## src/shared/adcseq_defs.vh

```
// Constants for the conversion sequencer: offsets, fields, reset values.
// Assumes a 25 MHz ref_clk and a 32-bit Wishbone register bus.
`ifndef ADCSEQ_DEFS_VH
`define ADCSEQ_DEFS_VH
// ==========================================================
// Register byte offsets
`define ADCSEQ_OFF_CTRL      8'h00
`define ADCSEQ_OFF_DELAY     8'h04
`define ADCSEQ_OFF_DONE      8'h08
`define ADCSEQ_OFF_SINGLE    8'h0C
`define ADCSEQ_OFF_REPEAT    8'h10
`define ADCSEQ_OFF_RESULT0   8'h14
`define ADCSEQ_OFF_RESULT15  8'h50
`define ADCSEQ_OFF_IRQ_STAT  8'h60
`define ADCSEQ_OFF_IRQ_EN    8'h64
`define ADCSEQ_OFF_IRQ_CLR   8'h68
// ==========================================================
// Control register bits
`define ADCSEQ_CTRL_ON       0
`define ADCSEQ_CTRL_SINGLE   1
`define ADCSEQ_CTRL_REPEAT   2
`define ADCSEQ_CTRL_PSDIS    3
`define ADCSEQ_CTRL_SRST     4
`define ADCSEQ_CTRL_RDONE    6
`define ADCSEQ_CTRL_SDONE    7
// Interrupt status bits
`define ADCSEQ_IRQ_CHAN      0
`define ADCSEQ_IRQ_SDONE     1
`define ADCSEQ_IRQ_RDONE     2
// ==========================================================
// Reset values and timing
`define ADCSEQ_RST_WORD      32'h0000_0000
`define ADCSEQ_TICK_NS       40000
`define ADCSEQ_CLK_NS        40
`define ADCSEQ_TICK_CYC      (`ADCSEQ_TICK_NS / `ADCSEQ_CLK_NS)
// Prescaler reload, one less than the tick length, sized for the counter
`define ADCSEQ_TICK_LOAD     16'h03E7
`endif

```

## src/hdl/adcseq_result_mem.v

```verilog
// Result store: sixteen 10-bit conversion readings.
// Assumes one write port from the sequencer, one registered read port.
module adcseq_result_mem #(
	parameter DW = 10,
	parameter AW = 4
)(
	// Clock
	input  wire          ref_clk,
	input  wire          clk_en,
	// Write port
	input  wire          wr_en,
	input  wire [AW-1:0] wr_addr,
	input  wire [DW-1:0] wr_data,
	// Read port
	input  wire [AW-1:0] rd_addr,
	output reg  [DW-1:0] rd_data
);
	// ======================================================
	// Storage
	reg [DW-1:0] mem [0:(1<<AW)-1];

	// Write then registered read; no reset so it maps to RAM
	always @(posedge ref_clk)
	begin
		if (clk_en)
		begin
			if (wr_en)
				mem[wr_addr] <= wr_data;
			rd_data <= mem[rd_addr];
		end
	end
endmodule

```

## src/hdl/adcseq_top.v

```verilog
// Conversion sequencer for a 16-channel converter with Wishbone registers.
// Assumes the converter core answers each request with conv_done + data.
//
// Design decision made here: the Wishbone interface to the registers.
`include "adcseq_defs.vh"
module adcseq_top #(
	parameter NCH = 16,
	parameter RW  = 10
)(
	// Clock and reset
	input  wire          ref_clk,
	input  wire          nrst,
	input  wire          clk_en,
	// Wishbone slave
	input  wire          wb_cyc_i,
	input  wire          wb_stb_i,
	input  wire          wb_we_i,
	input  wire [7:0]    wb_adr_i,
	input  wire [3:0]    wb_sel_i,
	input  wire [31:0]   wb_dat_i,
	output reg  [31:0]   wb_dat_o,
	output reg           wb_ack_o,
	// Converter core
	output reg           conv_start,
	output reg  [3:0]    conv_chan,
	output reg           core_reset,
	output reg           core_power,
	input  wire          conv_done,
	input  wire [RW-1:0] conv_data,
	// Interrupt
	output wire          irq
);
	// ======================================================
	// States
	localparam ST_IDLE  = 2'b00;
	localparam ST_DELAY = 2'b01;
	localparam ST_PICK  = 2'b10;
	localparam ST_WAIT  = 2'b11;

	// ======================================================
	// Registers
	reg        block_on;
	reg        single_trig;
	reg        repeat_on;
	reg        psave_dis;
	reg        soft_rst;
	reg        single_done;
	reg        repeat_done;
	reg [31:0] conversion_delay;
	reg [15:0] channel_done_flags;
	reg [15:0] single_pass_channel_mask;
	reg [15:0] repeat_pass_channel_mask;
	reg [2:0]  irq_stat;
	reg [2:0]  irq_en;
	reg [1:0]  state;
	reg        pass_is_rpt;
	reg [15:0] pend;
	reg [15:0] tick_cnt;
	reg [15:0] units;
	reg        rd_pend;
	reg        rd_res;
	reg        on_q;

	// ======================================================
	// Bus decode
	wire        acc   = wb_cyc_i & wb_stb_i & ~wb_ack_o;
	wire        wr    = acc & wb_we_i;
	wire [31:0] wmask = {{8{wb_sel_i[3]}}, {8{wb_sel_i[2]}},
		{8{wb_sel_i[1]}}, {8{wb_sel_i[0]}}};
	wire [31:0] wval  = wb_dat_i & wmask;
	wire        is_res = (wb_adr_i >= `ADCSEQ_OFF_RESULT0) &&
		(wb_adr_i <= `ADCSEQ_OFF_RESULT15) && (wb_adr_i[1:0] == 2'b00);
	wire [7:0]  res_off = wb_adr_i - `ADCSEQ_OFF_RESULT0;
	wire [3:0]  res_idx = res_off[5:2];
	wire [RW-1:0] mem_q;

	// Write strobes
	wire wr_ctrl = wr && (wb_adr_i == `ADCSEQ_OFF_CTRL);
	wire wr_dly  = wr && (wb_adr_i == `ADCSEQ_OFF_DELAY);
	wire wr_done = wr && (wb_adr_i == `ADCSEQ_OFF_DONE);
	wire wr_sgl  = wr && (wb_adr_i == `ADCSEQ_OFF_SINGLE);
	wire wr_rpt  = wr && (wb_adr_i == `ADCSEQ_OFF_REPEAT);
	wire wr_ien  = wr && (wb_adr_i == `ADCSEQ_OFF_IRQ_EN);
	wire wr_iclr = wr && (wb_adr_i == `ADCSEQ_OFF_IRQ_CLR);

	// ======================================================
	// Sequencer events
	wire        tick      = (tick_cnt == 16'h0000);
	// Masks load into pend at pass start, so a late mask write
	// cannot change the channels of a pass already under way
	wire        begin_sgl = (state == ST_IDLE) && block_on && single_trig;
	wire        begin_rpt = (state == ST_DELAY) && repeat_on && block_on &&
		(units == 16'h0000);
	wire        got       = (state == ST_WAIT) && conv_done;
	wire [15:0] got_bit   = got ? (16'h0001 << conv_chan) : 16'h0000;
	wire        pass_end  = got && ((pend & ~got_bit) == 16'h0000);
	wire        empty_end = (state == ST_PICK) && (pend == 16'h0000);

	// Lowest pending channel picked by a priority scan
	reg  [3:0]  next_chan;
	integer     i;
	always @*
	begin
		next_chan = 4'h0;
		for (i = NCH - 1; i >= 0; i = i - 1)
			if (pend[i])
				next_chan = i[3:0];
	end

	// Result store instance
	adcseq_result_mem #(.DW(RW), .AW(4)) u_mem (
		.ref_clk (ref_clk),
		.clk_en  (clk_en),
		.wr_en   (got),
		.wr_addr (conv_chan),
		.wr_data (conv_data),
		.rd_addr (res_idx),
		.rd_data (mem_q)
	);

	// ======================================================
	// Control and configuration registers
	always @(posedge ref_clk or negedge nrst)
	begin
		if (!nrst)
		begin
			block_on                 <= 1'b0;
			single_trig              <= 1'b0;
			repeat_on                <= 1'b0;
			psave_dis                <= 1'b0;
			soft_rst                 <= 1'b0;
			conversion_delay         <= `ADCSEQ_RST_WORD;
			single_pass_channel_mask <= 16'h0000;
			repeat_pass_channel_mask <= 16'h0000;
			irq_en                   <= 3'h0;
		end
		else if (clk_en)
		begin
			if (wr_ctrl && wb_sel_i[0])
			begin
				block_on  <= wb_dat_i[`ADCSEQ_CTRL_ON];
				repeat_on <= wb_dat_i[`ADCSEQ_CTRL_REPEAT];
				psave_dis <= wb_dat_i[`ADCSEQ_CTRL_PSDIS];
				soft_rst  <= wb_dat_i[`ADCSEQ_CTRL_SRST];
			end
			// Trigger holds until a pass takes it or soft reset drops it
			if (wr_ctrl && wb_sel_i[0] && wb_dat_i[`ADCSEQ_CTRL_SINGLE])
				single_trig <= 1'b1;
			else if (begin_sgl || soft_rst)
				single_trig <= 1'b0;
			if (wr_dly)
				conversion_delay <= (conversion_delay & ~wmask) | wval;
			if (wr_sgl)
				single_pass_channel_mask <= (single_pass_channel_mask &
					~wmask[15:0]) | wval[15:0];
			if (wr_rpt)
				repeat_pass_channel_mask <= (repeat_pass_channel_mask &
					~wmask[15:0]) | wval[15:0];
			if (wr_ien && wb_sel_i[0])
				irq_en <= wb_dat_i[2:0];
		end
	end

	// ======================================================
	// Sequencer: 40 us prescaler, delay countdown, channel walk
	always @(posedge ref_clk or negedge nrst)
	begin
		if (!nrst)
		begin
			state       <= ST_IDLE;
			pass_is_rpt <= 1'b0;
			pend        <= 16'h0000;
			tick_cnt    <= 16'h0000;
			units       <= 16'h0000;
			conv_start  <= 1'b0;
			conv_chan   <= 4'h0;
			on_q        <= 1'b0;
			core_reset  <= 1'b0;
		end
		else if (clk_en)
		begin
			on_q       <= block_on;
			// Reset pulse to the core as the block is switched on
			core_reset <= (block_on & ~on_q) | soft_rst;
			conv_start <= 1'b0;
			tick_cnt   <= tick ? `ADCSEQ_TICK_LOAD : tick_cnt - 16'h0001;
			if (soft_rst)
			begin
				state <= ST_IDLE;
				pend  <= 16'h0000;
			end
			else
			begin
				case (state)
				ST_IDLE:
				begin
					if (begin_sgl)
					begin
						pass_is_rpt <= 1'b0;
						pend        <= single_pass_channel_mask;
						state       <= ST_PICK;
					end
					else if (block_on && repeat_on)
					begin
						units    <= conversion_delay[15:0];
						tick_cnt <= `ADCSEQ_TICK_LOAD;
						state    <= ST_DELAY;
					end
				end
				ST_DELAY:
				begin
					// Repeat off or block off drops the timer
					if (!repeat_on || !block_on)
						state <= ST_IDLE;
					else if (begin_rpt)
					begin
						pass_is_rpt <= 1'b1;
						pend        <= repeat_pass_channel_mask;
						state       <= ST_PICK;
					end
					else if (tick)
						units <= units - 16'h0001;
				end
				ST_PICK:
				begin
					if (empty_end)
						state <= ST_IDLE;
					else
					begin
						conv_chan  <= next_chan;
						conv_start <= 1'b1;
						state      <= ST_WAIT;
					end
				end
				ST_WAIT:
				begin
					if (got)
					begin
						pend <= pend & ~got_bit;
						if (pass_end && pass_is_rpt && repeat_on && block_on)
						begin
							units    <= conversion_delay[31:16];
							tick_cnt <= `ADCSEQ_TICK_LOAD;
							state    <= ST_DELAY;
						end
						else if (pass_end)
							state <= ST_IDLE;
						else
							state <= ST_PICK;
					end
				end
				default:
					state <= ST_IDLE;
				endcase
			end
		end
	end

	// ======================================================
	// Done flags; hardware set wins over software clear
	wire sdone_set = (pass_end || empty_end) && !pass_is_rpt;
	wire rdone_set = (pass_end || empty_end) && pass_is_rpt;
	always @(posedge ref_clk or negedge nrst)
	begin
		if (!nrst)
		begin
			channel_done_flags <= 16'h0000;
			single_done        <= 1'b0;
			repeat_done        <= 1'b0;
			irq_stat           <= 3'h0;
		end
		else if (clk_en)
		begin
			// Result lands in memory on the same edge
			channel_done_flags <= (channel_done_flags &
				~(wr_done ? wval[15:0] : 16'h0000)) | got_bit;
			if (sdone_set)
				single_done <= 1'b1;
			else if (begin_sgl)
				single_done <= 1'b0;
			else if (wr_ctrl && wval[`ADCSEQ_CTRL_SDONE])
				single_done <= 1'b0;
			if (rdone_set)
				repeat_done <= 1'b1;
			else if (begin_rpt)
				repeat_done <= 1'b0;
			else if (wr_ctrl && wval[`ADCSEQ_CTRL_RDONE])
				repeat_done <= 1'b0;
			irq_stat <= (irq_stat & ~(wr_iclr ? wval[2:0] : 3'h0)) |
				{rdone_set, sdone_set, got};
		end
	end

	assign irq = |(irq_stat & irq_en);

	// Core powered while on and out of idle, delay countdown included, unless saving is off
	always @(posedge ref_clk or negedge nrst)
	begin
		if (!nrst)
			core_power <= 1'b0;
		else if (clk_en)
			core_power <= block_on & (psave_dis | (state != ST_IDLE));
	end

	// ======================================================
	// Wishbone answer; result reads wait one cycle for the memory
	always @(posedge ref_clk or negedge nrst)
	begin
		if (!nrst)
		begin
			wb_ack_o <= 1'b0;
			wb_dat_o <= 32'h0000_0000;
			rd_pend  <= 1'b0;
			rd_res   <= 1'b0;
		end
		else if (clk_en)
		begin
			wb_ack_o <= 1'b0;
			rd_res   <= 1'b0;
			if (rd_res)
			begin
				wb_dat_o <= {{(32-RW){1'b0}}, mem_q};
				wb_ack_o <= 1'b1;
				rd_pend  <= 1'b0;
			end
			else if (acc && !rd_pend)
			begin
				if (!wb_we_i && is_res)
				begin
					rd_pend <= 1'b1;
					rd_res  <= 1'b1;
				end
				else
				begin
					wb_ack_o <= 1'b1;
					case (wb_adr_i)
					`ADCSEQ_OFF_CTRL:
						wb_dat_o <= {24'h000000, single_done, repeat_done,
							1'b0, soft_rst, psave_dis, repeat_on,
							single_trig, block_on};
					`ADCSEQ_OFF_DELAY:
						wb_dat_o <= conversion_delay;
					`ADCSEQ_OFF_DONE:
						wb_dat_o <= {16'h0000, channel_done_flags};
					`ADCSEQ_OFF_SINGLE:
						wb_dat_o <= {16'h0000, single_pass_channel_mask};
					`ADCSEQ_OFF_REPEAT:
						wb_dat_o <= {16'h0000, repeat_pass_channel_mask};
					`ADCSEQ_OFF_IRQ_STAT:
						wb_dat_o <= {29'h0, irq_stat};
					`ADCSEQ_OFF_IRQ_EN:
						wb_dat_o <= {29'h0, irq_en};
					default:
						wb_dat_o <= 32'h0000_0000;
					endcase
				end
			end
		end
	end
endmodule

```

## config.mk

```make
export PLATFORM = sky130hd
export DESIGN_NAME = adcseq_top
export DESIGN_NICKNAME = d
export VERILOG_FILES = /design/src/hdl/adcseq_result_mem.v /design/src/hdl/adcseq_top.v
export VERILOG_INCLUDE_DIRS = /design/src /design/src/shared
export SDC_FILE = /design/constraint.sdc
export NUM_CORES = 1
export LEC_CHECK = 0
export BUFFER_PORTS_ARGS = -buffer_cell sky130_fd_sc_hd__buf_2
export CORE_ASPECT_RATIO = 1.1
export CORE_MARGIN = 4
export CORE_UTILIZATION = 40
export CTS_BUF_LIST = sky130_fd_sc_hd__clkbuf_8
export DETAILED_ROUTE_END_ITERATION = 7
export GPL_ROUTABILITY_DRIVEN = 0
export GPL_TIMING_DRIVEN = 0
export SYNTH_ARGS = -nofsm -noshare
export SYNTH_HDL_FRONTEND = slang
export SYNTH_HIERARCHICAL = 1
export SYNTH_SLANG_ARGS = --single-unit
```

## constraint.sdc

```tcl
create_clock -name ref_clk -period 5.8 [get_ports ref_clk]
set_input_delay 1.16 -clock ref_clk [delete_from_list [all_inputs] [get_ports ref_clk]]
set_output_delay 1.16 -clock ref_clk [all_outputs]
set_load 0.005 [all_outputs]
```

## Word-level counts from Yosys, hierarchy flattened

Memory sizes are Yosys's and may differ from the RTL's. A register that Yosys moved wholly into a read port is not among the register bits.
Cells that the tools add are included.

- Add/subtract/negate cells: 3
- Order comparisons: 2
- Eq/ne operators: 26
- Shift-type cells: 1
- Mux-type cells: 81
- Bitwise logic cells: 29
- Reduce and logical (&&, ||, !) cells: 70

Operator list:

| cell | number |
|---|---|
| 16-bit two-way mux | 20 |
| 32-bit case mux with 7 select lines | 1 |
| 32-bit two-way mux | 3 |
| 16-bit case mux with 3 select lines | 2 |
| 16-bit bitwise AND | 4 |
| 32-bit bitwise AND | 2 |
| 16-bit logical NOT | 4 |
| 4-bit two-way mux | 16 |
| 16-bit inverter | 3 |
| 16-bit bitwise OR | 3 |
| 32-bit inverter | 1 |
| 32-bit bitwise OR | 1 |
| 16-bit case mux with 2 select lines | 1 |
| 16-bit by 1-bit subtractor with 16-bit output (second input constant) | 2 |
| 1-bit logical AND | 30 |
| 1-bit two-way mux | 26 |
| 8-bit by 7-bit equality test with 1-bit output (second input constant) | 3 |
| 2-bit two-way mux | 9 |
| 8-bit by 4-bit equality test with 1-bit output (second input constant) | 2 |
| 2-bit inequality test (second input constant) | 8 |
| 2-bit AND reduction | 8 |
| 1-bit by 4-bit left shift with 16-bit output (first input constant) | 1 |
| 3-bit inequality test (second input constant) | 4 |
| 6-bit AND reduction | 2 |
| 29 further kinds | 56 |

- Register bits: 187
- Bits in writable memories: 160
- Input port bits: 61
- Memories kept: 1

Memories:

| name | depth | bits a word | read ports | clocked after memory_dff | write ports | line | RTL |
|---|---|---|---|---|---|---|---|
| u_mem.mem | 16 | 10 | 1 | 1 | 1 | adcseq_result_mem.v:20 | `reg [DW-1:0] mem [0:(1<<AW)-1];` |

## Depth between registers and ports, before layout

Gate-level depths: netlist of run 1.

- Word-level depth: 16
- Depth in mapped cells: 13
- Depth with buffers taken out: 10

## Cells and area by module

The synthesis of run 1 kept the hierarchy.

By module, submodules not included:

| module | times used | cells an instance | area an instance (um2) | seq. area each (um2) |
|---|---|---|---|---|
| adcseq_top | 1 | 968 | 9709.3 | 4679.5 |
| adcseq_result_mem | 1 | 280 | 6398.6 | 5104.9 |

## Worst setup path after synthesis of run 1

OpenSTA, ideal clock, no wires.

- Path type: in2reg
- Start point: input wb_adr_i[5]
- End point: register wb_dat_o[9]
- Setup time: 66 ps
- Data arrival time: 3159 ps
- Required time: 5734 ps
- Setup slack: 2575 ps
- Cell stages on the path: 8
- Path buffers: 2
- Cells stage by stage: or3_1 > nor4_1 > and2_1 > buf_2 > nor4_1 > nor3_1 > clkbuf_1 > a221o_1

- Word-level cells in the longest chain between the ends: 6

Ends and longest elaborated chain:

| item | line | RTL |
|---|---|---|
| from (decl) | adcseq_top.v:18 | `input wire [7:0] wb_adr_i,` |
| 8-bit by 5-bit >= comparator with 1-bit output (no source line) / 8-bit by 7-bit <= comparator with 1-bit output (equally long branches) | -- |  |
| 1-bit logical AND (2 in a row) | adcseq_top.v:71 | `` wire is_res = (wb_adr_i >= `ADCSEQ_OFF_RESULT0) && `` |
| 1-bit logical AND | adcseq_top.v:328 | `if (!wb_we_i && is_res)` |
| 2-bit inequality test (no source line) | -- |  |
| 3-bit AND reduction (no source line) | -- |  |
| to (signal assigned) | adcseq_top.v:338 | `wb_dat_o <= {24'h000000, single_done, repeat_done,` |
| to (signal assigned) | adcseq_top.v:342 | `wb_dat_o <= conversion_delay;` |
| to (signal assigned) | adcseq_top.v:344 | `wb_dat_o <= {16'h0000, channel_done_flags};` |
| to (decl) | adcseq_top.v:21 | `output reg [31:0] wb_dat_o,` |

Parallel ways exist; a longest one is shown, timed or not. The select of a mux whose other input is x is not followed.
A chain may end at the register's enable or synchronous reset.

## Worst setup path after layout of run 1

- Start point: register conv_chan[1]
- End point: register units[12]

- Word-level cells in the longest chain between the ends: 11

Ends and longest elaborated chain:

| item | line | RTL |
|---|---|---|
| from (decl) | adcseq_top.v:25 | `output reg [3:0] conv_chan,` |
| from (signal assigned) | adcseq_top.v:230 | `conv_chan <= next_chan;` |
| 1-bit by 4-bit left shift with 16-bit output | adcseq_top.v:95 | `wire [15:0] got_bit = got ? (16'h0001 << conv_chan) : 16'h0000;` |
| 16-bit two-way mux | adcseq_top.v:95 |  |
| 16-bit inverter | adcseq_top.v:96 | `wire pass_end = got && ((pend & ~got_bit) == 16'h0000);` |
| 16-bit bitwise AND | adcseq_top.v:96 |  |
| 16-bit logical NOT | adcseq_top.v:96 |  |
| 1-bit logical AND | adcseq_top.v:96 |  |
| 1-bit logical AND (3 in a row) | adcseq_top.v:240 | `if (pass_end && pass_is_rpt && repeat_on && block_on)` |
| 2-bit by 1-bit inequality test with 1-bit output (no source line) | -- |  |
| 10-bit AND reduction (no source line) | -- |  |
| to (signal assigned) | adcseq_top.v:205 | `units <= conversion_delay[15:0];` |
| to (signal assigned) | adcseq_top.v:222 | `units <= units - 16'h0001;` |
| to (signal assigned) | adcseq_top.v:242 | `units <= conversion_delay[31:16];` |
| to (decl) | adcseq_top.v:59 | `reg [15:0] units;` |

No other way between the ends.

==> metrics.md, run 1 <==
| Metric | Value |
|---|---|
| Outcome | completed |
| Post-synth ARST share | 0.524 |
| Port-buffer cells | between 100 and 150 |
| Nets | 1,485 |
| Most used DFF post-synth | dfrtp_1 |
| Pleak | 7.53 nW |
| Slew @ Worst Pin | approximately 1.3 ns |
| CP bufs+invs | 3 |
| Clock root buffer | clkbuf_8 |
| Max_cap viols | 0 |
| #FFs+latches synth | 357 |
| Fillers | about 3.6k |
| Unique masters post-synth | between 70 and 80 |
| Post-synth EDFFs | 170 |
| Pins Over Slew Limit | 0 |
| Syn avg cell area | 12.9 sq um |
| Yosys top cell area share | 0.317 |
| Largest net degree at the start of global routing | roughly 120 |
| Die Area | around 0.044 sq mm |
| CP peak stage delay | ~0.65 ns |
| Die span in y | around 220 um |
| Routed vias/inst | roughly 5.8 |
| Maximum fanout along the worst path | 10 |
| Pre-antenna DRT Iters | 5 |
| H-tree levels | 2 |
| Yosys warns | 6 |
| CTS tree | done |
| Initial antenna violation count | 0 |
| Via count | 11.4k |
| Tot GR Track Use | 0.208 |
| Final worst path period need | 3.86 ns |
| Hold Fails Final Rpt | 0 |
| DP Worst Slack | roughly 1.1 ns |
| Total wire length | 45.2 mm |
| Synth Instances | 1,248 |
| R2R depth | 11 |
| Synth area leaders | edfxtp_1 32%, dfrtp_1 29%, mux4_2 5.6% |
| TNS Setup | 0 ns |
| Worst EP required | about 6.3 ns |
| Worst R2R End | units[12]$_DFFE_PN0P_ |
| I/O Pins | 102 |
| Hold Worst Slack | roughly 0.46 ns |
| Tcrit/Tclk final | 0.666 |
| Remaining routing DRC violations | 0 |
| Area growth, synth to finish | 15.0% |
| Pwr/cell area | about 290 mW/mm^2 |
| First-pass GRT wire length | between 60 and 70 mm |
| Setup Buffers After CTS | 0 |
| Worst-Skew Late Latency | approximately 0.66 ns |
| VDD IR max | between 0.2 and 0.25 mV |
| Reg2reg start | conv_chan[1]$_DFFE_PN0P_ |
| WP data arrival | 4.37 ns |
| Mapped Nets | approximately 1.3k |
| Core ar. | ~0.04 sq mm |
| Crit path launch type | register |
| Clock slew at reported path FFs | around 0.060 ns |
| Final Skew | ~0.023 ns |
| Fin util | 0.470 |
| Fmax | between 200 and 300 MHz |
| TritonCTS buffer count | 60 |
| Power, Total | 5.30 mW |
| Synth Cell Area | approximately 0.016 sq mm |
| Slew headroom | 0.139 |
| Clock sinks | around 360 |
| Crit. End Element | register |
| DP HPWL | 32.2 mm |
| Critical path class | register to register |
| Seq/Total Area, Yosys | 0.607 |
| Clock buffer depth | 3 |
| Gr ovfl total | 0 |
| # rows | 76 |
| Setup ws final | 1.94 ns |
| Share of cells above drive strength 1 | 0.231 |
| Antenna Nets Post-Route | 0 |
| R2r setup slk | 1.94 ns |
| Worst Hold Class | input pin to async pin |
| # setup viols final | 0 |
| Critical path's top delay family | compound AO/OA/AOI/OAI gates |
| DRT iter0 DRCs | 821 |
| Cells along the critical path | buf_2, nand2_1, o41ai_1, nand2_1, nor4_4, a31oi_1, or2_1, buf_6, buf_6, a211oi_1, o22ai_1 |
| CTS resizes | 0 |
| Worst path slowest cell | o41ai_1 |
| Dominant cell type by area after synthesis | edfxtp_1 |
| Vias in the first global route | about 12k |
| CTS Hold Bufs | 0 |
| Die Wd | ~200 um |
| RSZ-0062 raised after global routing | no |
| Routed len/inst | around 23 um |
| Initial Util | 0.408 |
| N_diodes | 0 |
-- worst register-to-register path: cells and delay by family, from the launching register on --
family,cells,cell delay [ns]
compound gates,4,1.43
flops,1,0.60
buf+inv,3,0.55
simple gates,4,1.15
-- power breakdown --
group          switching, mW  total [mW]  leakage, nW  internal (mW)
Clock                   1.03        2.25        0.670           1.22
Sequential            0.0316        2.73         4.05           2.70
Combinational          0.206       0.324         2.80          0.117
Total                   1.27        5.30         7.53           4.04
-- layout make-up --
| cell class | count | area [sq um] | area share |
|---|---|---|---|
| multi-input combinational | 795 | 5930 | 0.320 |
| inverter | 35 | 131 | 0.00709 |
| timing repair buffer | 102 | 543 | 0.0293 |
| sequential | 357 | 9780 | 0.528 |
| clock buffer | 69 | 950 | 0.0512 |
| tap | 507 | 634 | 0.0342 |
| clock inverter | 41 | 270 | 0.0146 |
| buffer | 61 | 285 | 0.0154 |
-- routing by layer --
metal | up-vias | GRT usage | share of wire
li1 | 5157 | - | -
met1 | 5792 | 0.273 | 0.42
met2 | 368 | 0.351 | 0.50
met3 | 79 | 0.0311 | 0.050
met4 | 0 | 0.0786 | 0.033
met5 | - | 0 | 0
-- synthesized netlist by cell type, drive strengths merged, types with 5 or more instances --
cell / instances
a211oi: 9
a21o: 8
a21oi: 37
a221o: 21
a221oi: 21
a22o: 39
a22oi: 33
a31oi: 8
and2: 5
and3: 8
buf: 23
clkbuf: 38
dfrtp: 187
edfxtp: 170
ha: 12
inv: 35
mux2: 72
mux2i: 7
mux4: 40
nand2: 140
nand2b: 9
nand3: 12
nand4: 7
nand4b: 5
nor2: 91
nor2b: 6
nor3: 25
nor4: 12
o21ai: 55
o22ai: 14
o2bb2ai: 24
o31a: 9
o31ai: 11
or2: 6
or3: 7
-- kinds of logic after synthesis --
group                      share of synthesized area
DFF                                            0.607
AOI/OAI and AO/OA                              0.145
adders and majority gates                    0.00932
muxes                                          0.111
buffers and inverters                         0.0259
and+or+nand+nor                                0.100
xor gates and xnor gates                     0.00163
-- how the worst max path moves through the flow --
| stage | from | endpoint | depth (start not counted) |
|---|---|---|---|
| 2_1_floorplan | wb_adr_i[5] | wb_dat_o[9]$_DFFE_PN0P_ | 8 |
| 3_3_place_gp | nrst | async pin | 1 |
| 3_5_place_dp | wb_adr_i[5] | wb_dat_o[26]$_DFFE_PN0P_ | 7 |
| 4_1_cts | wb_adr_i[5] | wb_dat_o[26]$_DFFE_PN0P_ | 7 |
| 5_1_grt | conv_chan[1]$_DFFE_PN0P_ | tick_cnt[3]$_DFFE_PN0P_ | 9 |
| 6_report | conv_chan[1]$_DFFE_PN0P_ | units[12]$_DFFE_PN0P_ | 11 |
-- cells in the final DEF (no fill, tap or decap), types with 8 or more instances in the layout --
cell type  instances
a211oi_1           9
a221o_1           21
and3_1             8
mux2_2            72
nand3_1           11
a22o_1            39
nor2_1            91
clkbuf_8          69
clkbuf_1          38
nor4_1            11
ha_1              12
a221oi_1          20
edfxtp_1         170
dfrtp_1          187
o31ai_1           11
a31oi_1            8
nand2b_1           9
o21ai_0           55
o22ai_1           14
nand2_1          140
a22oi_1           33
buf_2            109
clkinv_1          11
mux4_2            40
o2bb2ai_1         24
clkinv_2          11
a21oi_1           37
o31a_1             9
nor3_1            19
a21o_1             8
inv_1             47
-- stage by stage --
stage / instance area (sq um) / instances
2_1_floorplan: 16100 / 1248
3_3_place_gp: 17200 / 1856
3_5_place_dp: 17300 / 1857
4_1_cts: 18500 / 1967
5_1_grt: 18500 / 1967
6_report: 18500 / 1967
Note: power is estimated with default switching activity, not from simulation.
==> run 2: changes to the inputs <==
==> constraint.sdc (replaced) <==
create_clock -name ref_clk -period 3.1 [get_ports ref_clk]
set_input_delay 0.62 -clock ref_clk [delete_from_list [all_inputs] [get_ports ref_clk]]
set_output_delay 0.62 -clock ref_clk [all_outputs]
set_load 0.005 [all_outputs]
==> metrics.md, run 2 (synthesis results as in run 1) <==
| Metric | Value |
|---|---|
| Area growth, synth to finish | 17.2% |
| Crit-path most repeated cell | buf_6 |
| Placed Area | 0.0173 sq mm |
| Worst path slowest cell | dfrtp_2 |
| Final Cell Area | roughly 0.019 sq mm |
| Via count | approximately 12k |
| Internal cell power | approximately 7.6 mW |
| Antenna Nets Post-Route | 0 |
| Slew @ Worst Pin | between 1 and 1.5 ns |
| Critical path class | register to register |
| Cells along the critical path | ha_2, buf_6, and4bb_2, nand2_1, o22a_1, nor4_4, buf_4, a31oi_4, or2_1, buf_6, buf_6, a211oi_4, o22ai_1 |
| TritonCTS buffer count | 60 |
| Commonest cells after routing, fill and taps aside | 182 x dfrtp_1, 170 x edfxtp_1, 137 x nand2_1, 104 x buf_2, 87 x nor2_1 |
| Clock slew at reported path FFs | around 0.060 ns |
| I/O Pins | between 100 and 150 |
| Pre-antenna DRT Iters | 5 |
| Tcrit/Tclk final | 0.966 |
| Clock root buffer | clkbuf_8 |
| Port-buffer cells | 101 |
| Pwr/cell area | 526 mW/mm^2 |
| Slew headroom | 0.300 |
| First-pass GRT wire length | ~69 mm |
| DRT iter0 DRCs | slightly above 900 |
| Power, Total | a little under 10 mW |
| Die Wd | ~200 um |
| Final worst path period need | 2.99 ns |
| Nets | roughly 1.5k |
| Pleak | 7.60 nW |
| VDD IR max | ~0.43 mV |
| Final Skew | between 0.02 and 0.025 ns |
| Maximum fanout along the worst path | 10 |
| # rows | 76 |
| Core ar. | ~0.039 sq mm |
| Fin util | 0.478 |
| N_diodes | 0 |
| Crit. End Element | register |
| Combinational Power Share | 0.062 |
| Routed len/inst | approximately 23 um |
| Fmax | 334 MHz |
| # setup viols final | 0 |
| Remaining routing DRC violations | 0 |
| Initial Util | 0.408 |
| CP peak stage delay | between 0.4 and 0.5 ns |
| Psw | approximately 2.4 mW |
| Routed vias/inst | ~6 |
| Crit path launch type | register |
| CP bufs+invs | 4 |
| Most common cell after layout, fill and taps aside | dfrtp_1 |
| Die Area | about 0.044 sq mm |
| Hold Fails Final Rpt | 0 |
| Largest net degree at the start of global routing | roughly 120 |
| Initial antenna violation count | 0 |
| Die span in y | 218 um |
| Max_cap viols | 0 |
| Clock buffer depth | 3 |
| Vias in the first global route | 11.6k |
| Sw frac | 0.239 |
| TNS Setup | 0 ns |
| Worst EP required | roughly 3.6 ns |
| Pins Over Slew Limit | 0 |
| Outcome | completed |
| DP HPWL | 32.2 mm |
| Critical path's top delay family | simple AND/OR/NAND/NOR gates |
| Worst Hold Class | input pin to register |
| Gr ovfl total | 0 |
| Power share of the clock group | 0.424 |
| Clock sinks | around 360 |
| CTS tree | done |
| WP data arrival | 3.50 ns |
| Sequential share of power | 0.514 |
| H-tree levels | 2 |
| Worst-Skew Late Latency | roughly 0.65 ns |
| Share of cells above drive strength 1 | 0.265 |
| Tot GR Track Use | 0.209 |
| Total wire length | approximately 46 mm |
## run 2: worst paths after layout
kind                                               startpoint                                  to  slack, ns  cells after the start
hold reg to reg            channel_done_flags[11]$_DFFE_PN0P_  channel_done_flags[11]$_DFFE_PN0P_       0.48                      2
max in group asynchronous                                nrst            wb_dat_o[15]$_DFFE_PN0P_       1.54                      3
hold / removal                                   wb_dat_i[21]                            register       0.20                      2
setup / recovery                         state[0]$_DFFE_PN0P_               units[10]$_DFFE_PN0P_       0.11                     13
min in group asynchronous                                nrst             tick_cnt[6]$_DFFE_PN0P_       0.53                      2
setup reg to reg                         state[0]$_DFFE_PN0P_               units[10]$_DFFE_PN0P_       0.11                     13
## run 2: timing repair
action | 4_1_cts | 5_1_grt
buffers inserted | 2 | 11
setup endpoints to repair | 50 | 71
pin swaps | 3 | 6
cloned | 0 | 0
hold buffers | 1 | 0
hold endpoints to repair | 70 | 0
gates resized for setup | 28 | 33
## run 2: stage by stage
stage | worst slack [ns] | std cells | hold WS (ns)
2_1_floorplan | 0.372 | 1248 | 0.324
3_3_place_gp | -1.77 | 1856 | 0.461
3_5_place_dp | -1.07 | 1857 | 0.472
4_1_cts | -0.0716 | 1968 | 0.146
5_1_grt | -0.0278 | 1977 | 0.174
6_report | 0.106 | 1977 | 0.198
## run 2: layout make-up
class / count / area (sq um)
clock inverters: 41 / 270
inverters: 35 / 131
repair buffers: 116 / 651
multi-input cells: 795 / 6160
fillers: 3539 / 20600
flip-flops and latches: 357 / 9790
well taps: 507 / 634
clock buffers: 69 / 950
plain buffers: 57 / 287
## run 2: metal layers
layer | wire length (um) | track usage
met4 | 1620 | 0.0784
met3 | 2180 | 0.0310
met1 | 19200 | 0.273
met5 | 0 | 0
met2 | 22500 | 0.352
## run 2: power groups by stage
| stage | combinational (mW) | sequential (mW) | clock, mW |
|---|---|---|---|
| after floorplan | 0.332 | 5.18 | 0 |
| after global placement | 0.591 | 5.20 | 0 |
| after detailed placement | 0.612 | 5.20 | 0 |
| after CTS | 0.615 | 5.11 | 4.32 |
| after global routing | 0.683 | 5.12 | 4.55 |
| final | 0.615 | 5.11 | 4.21 |
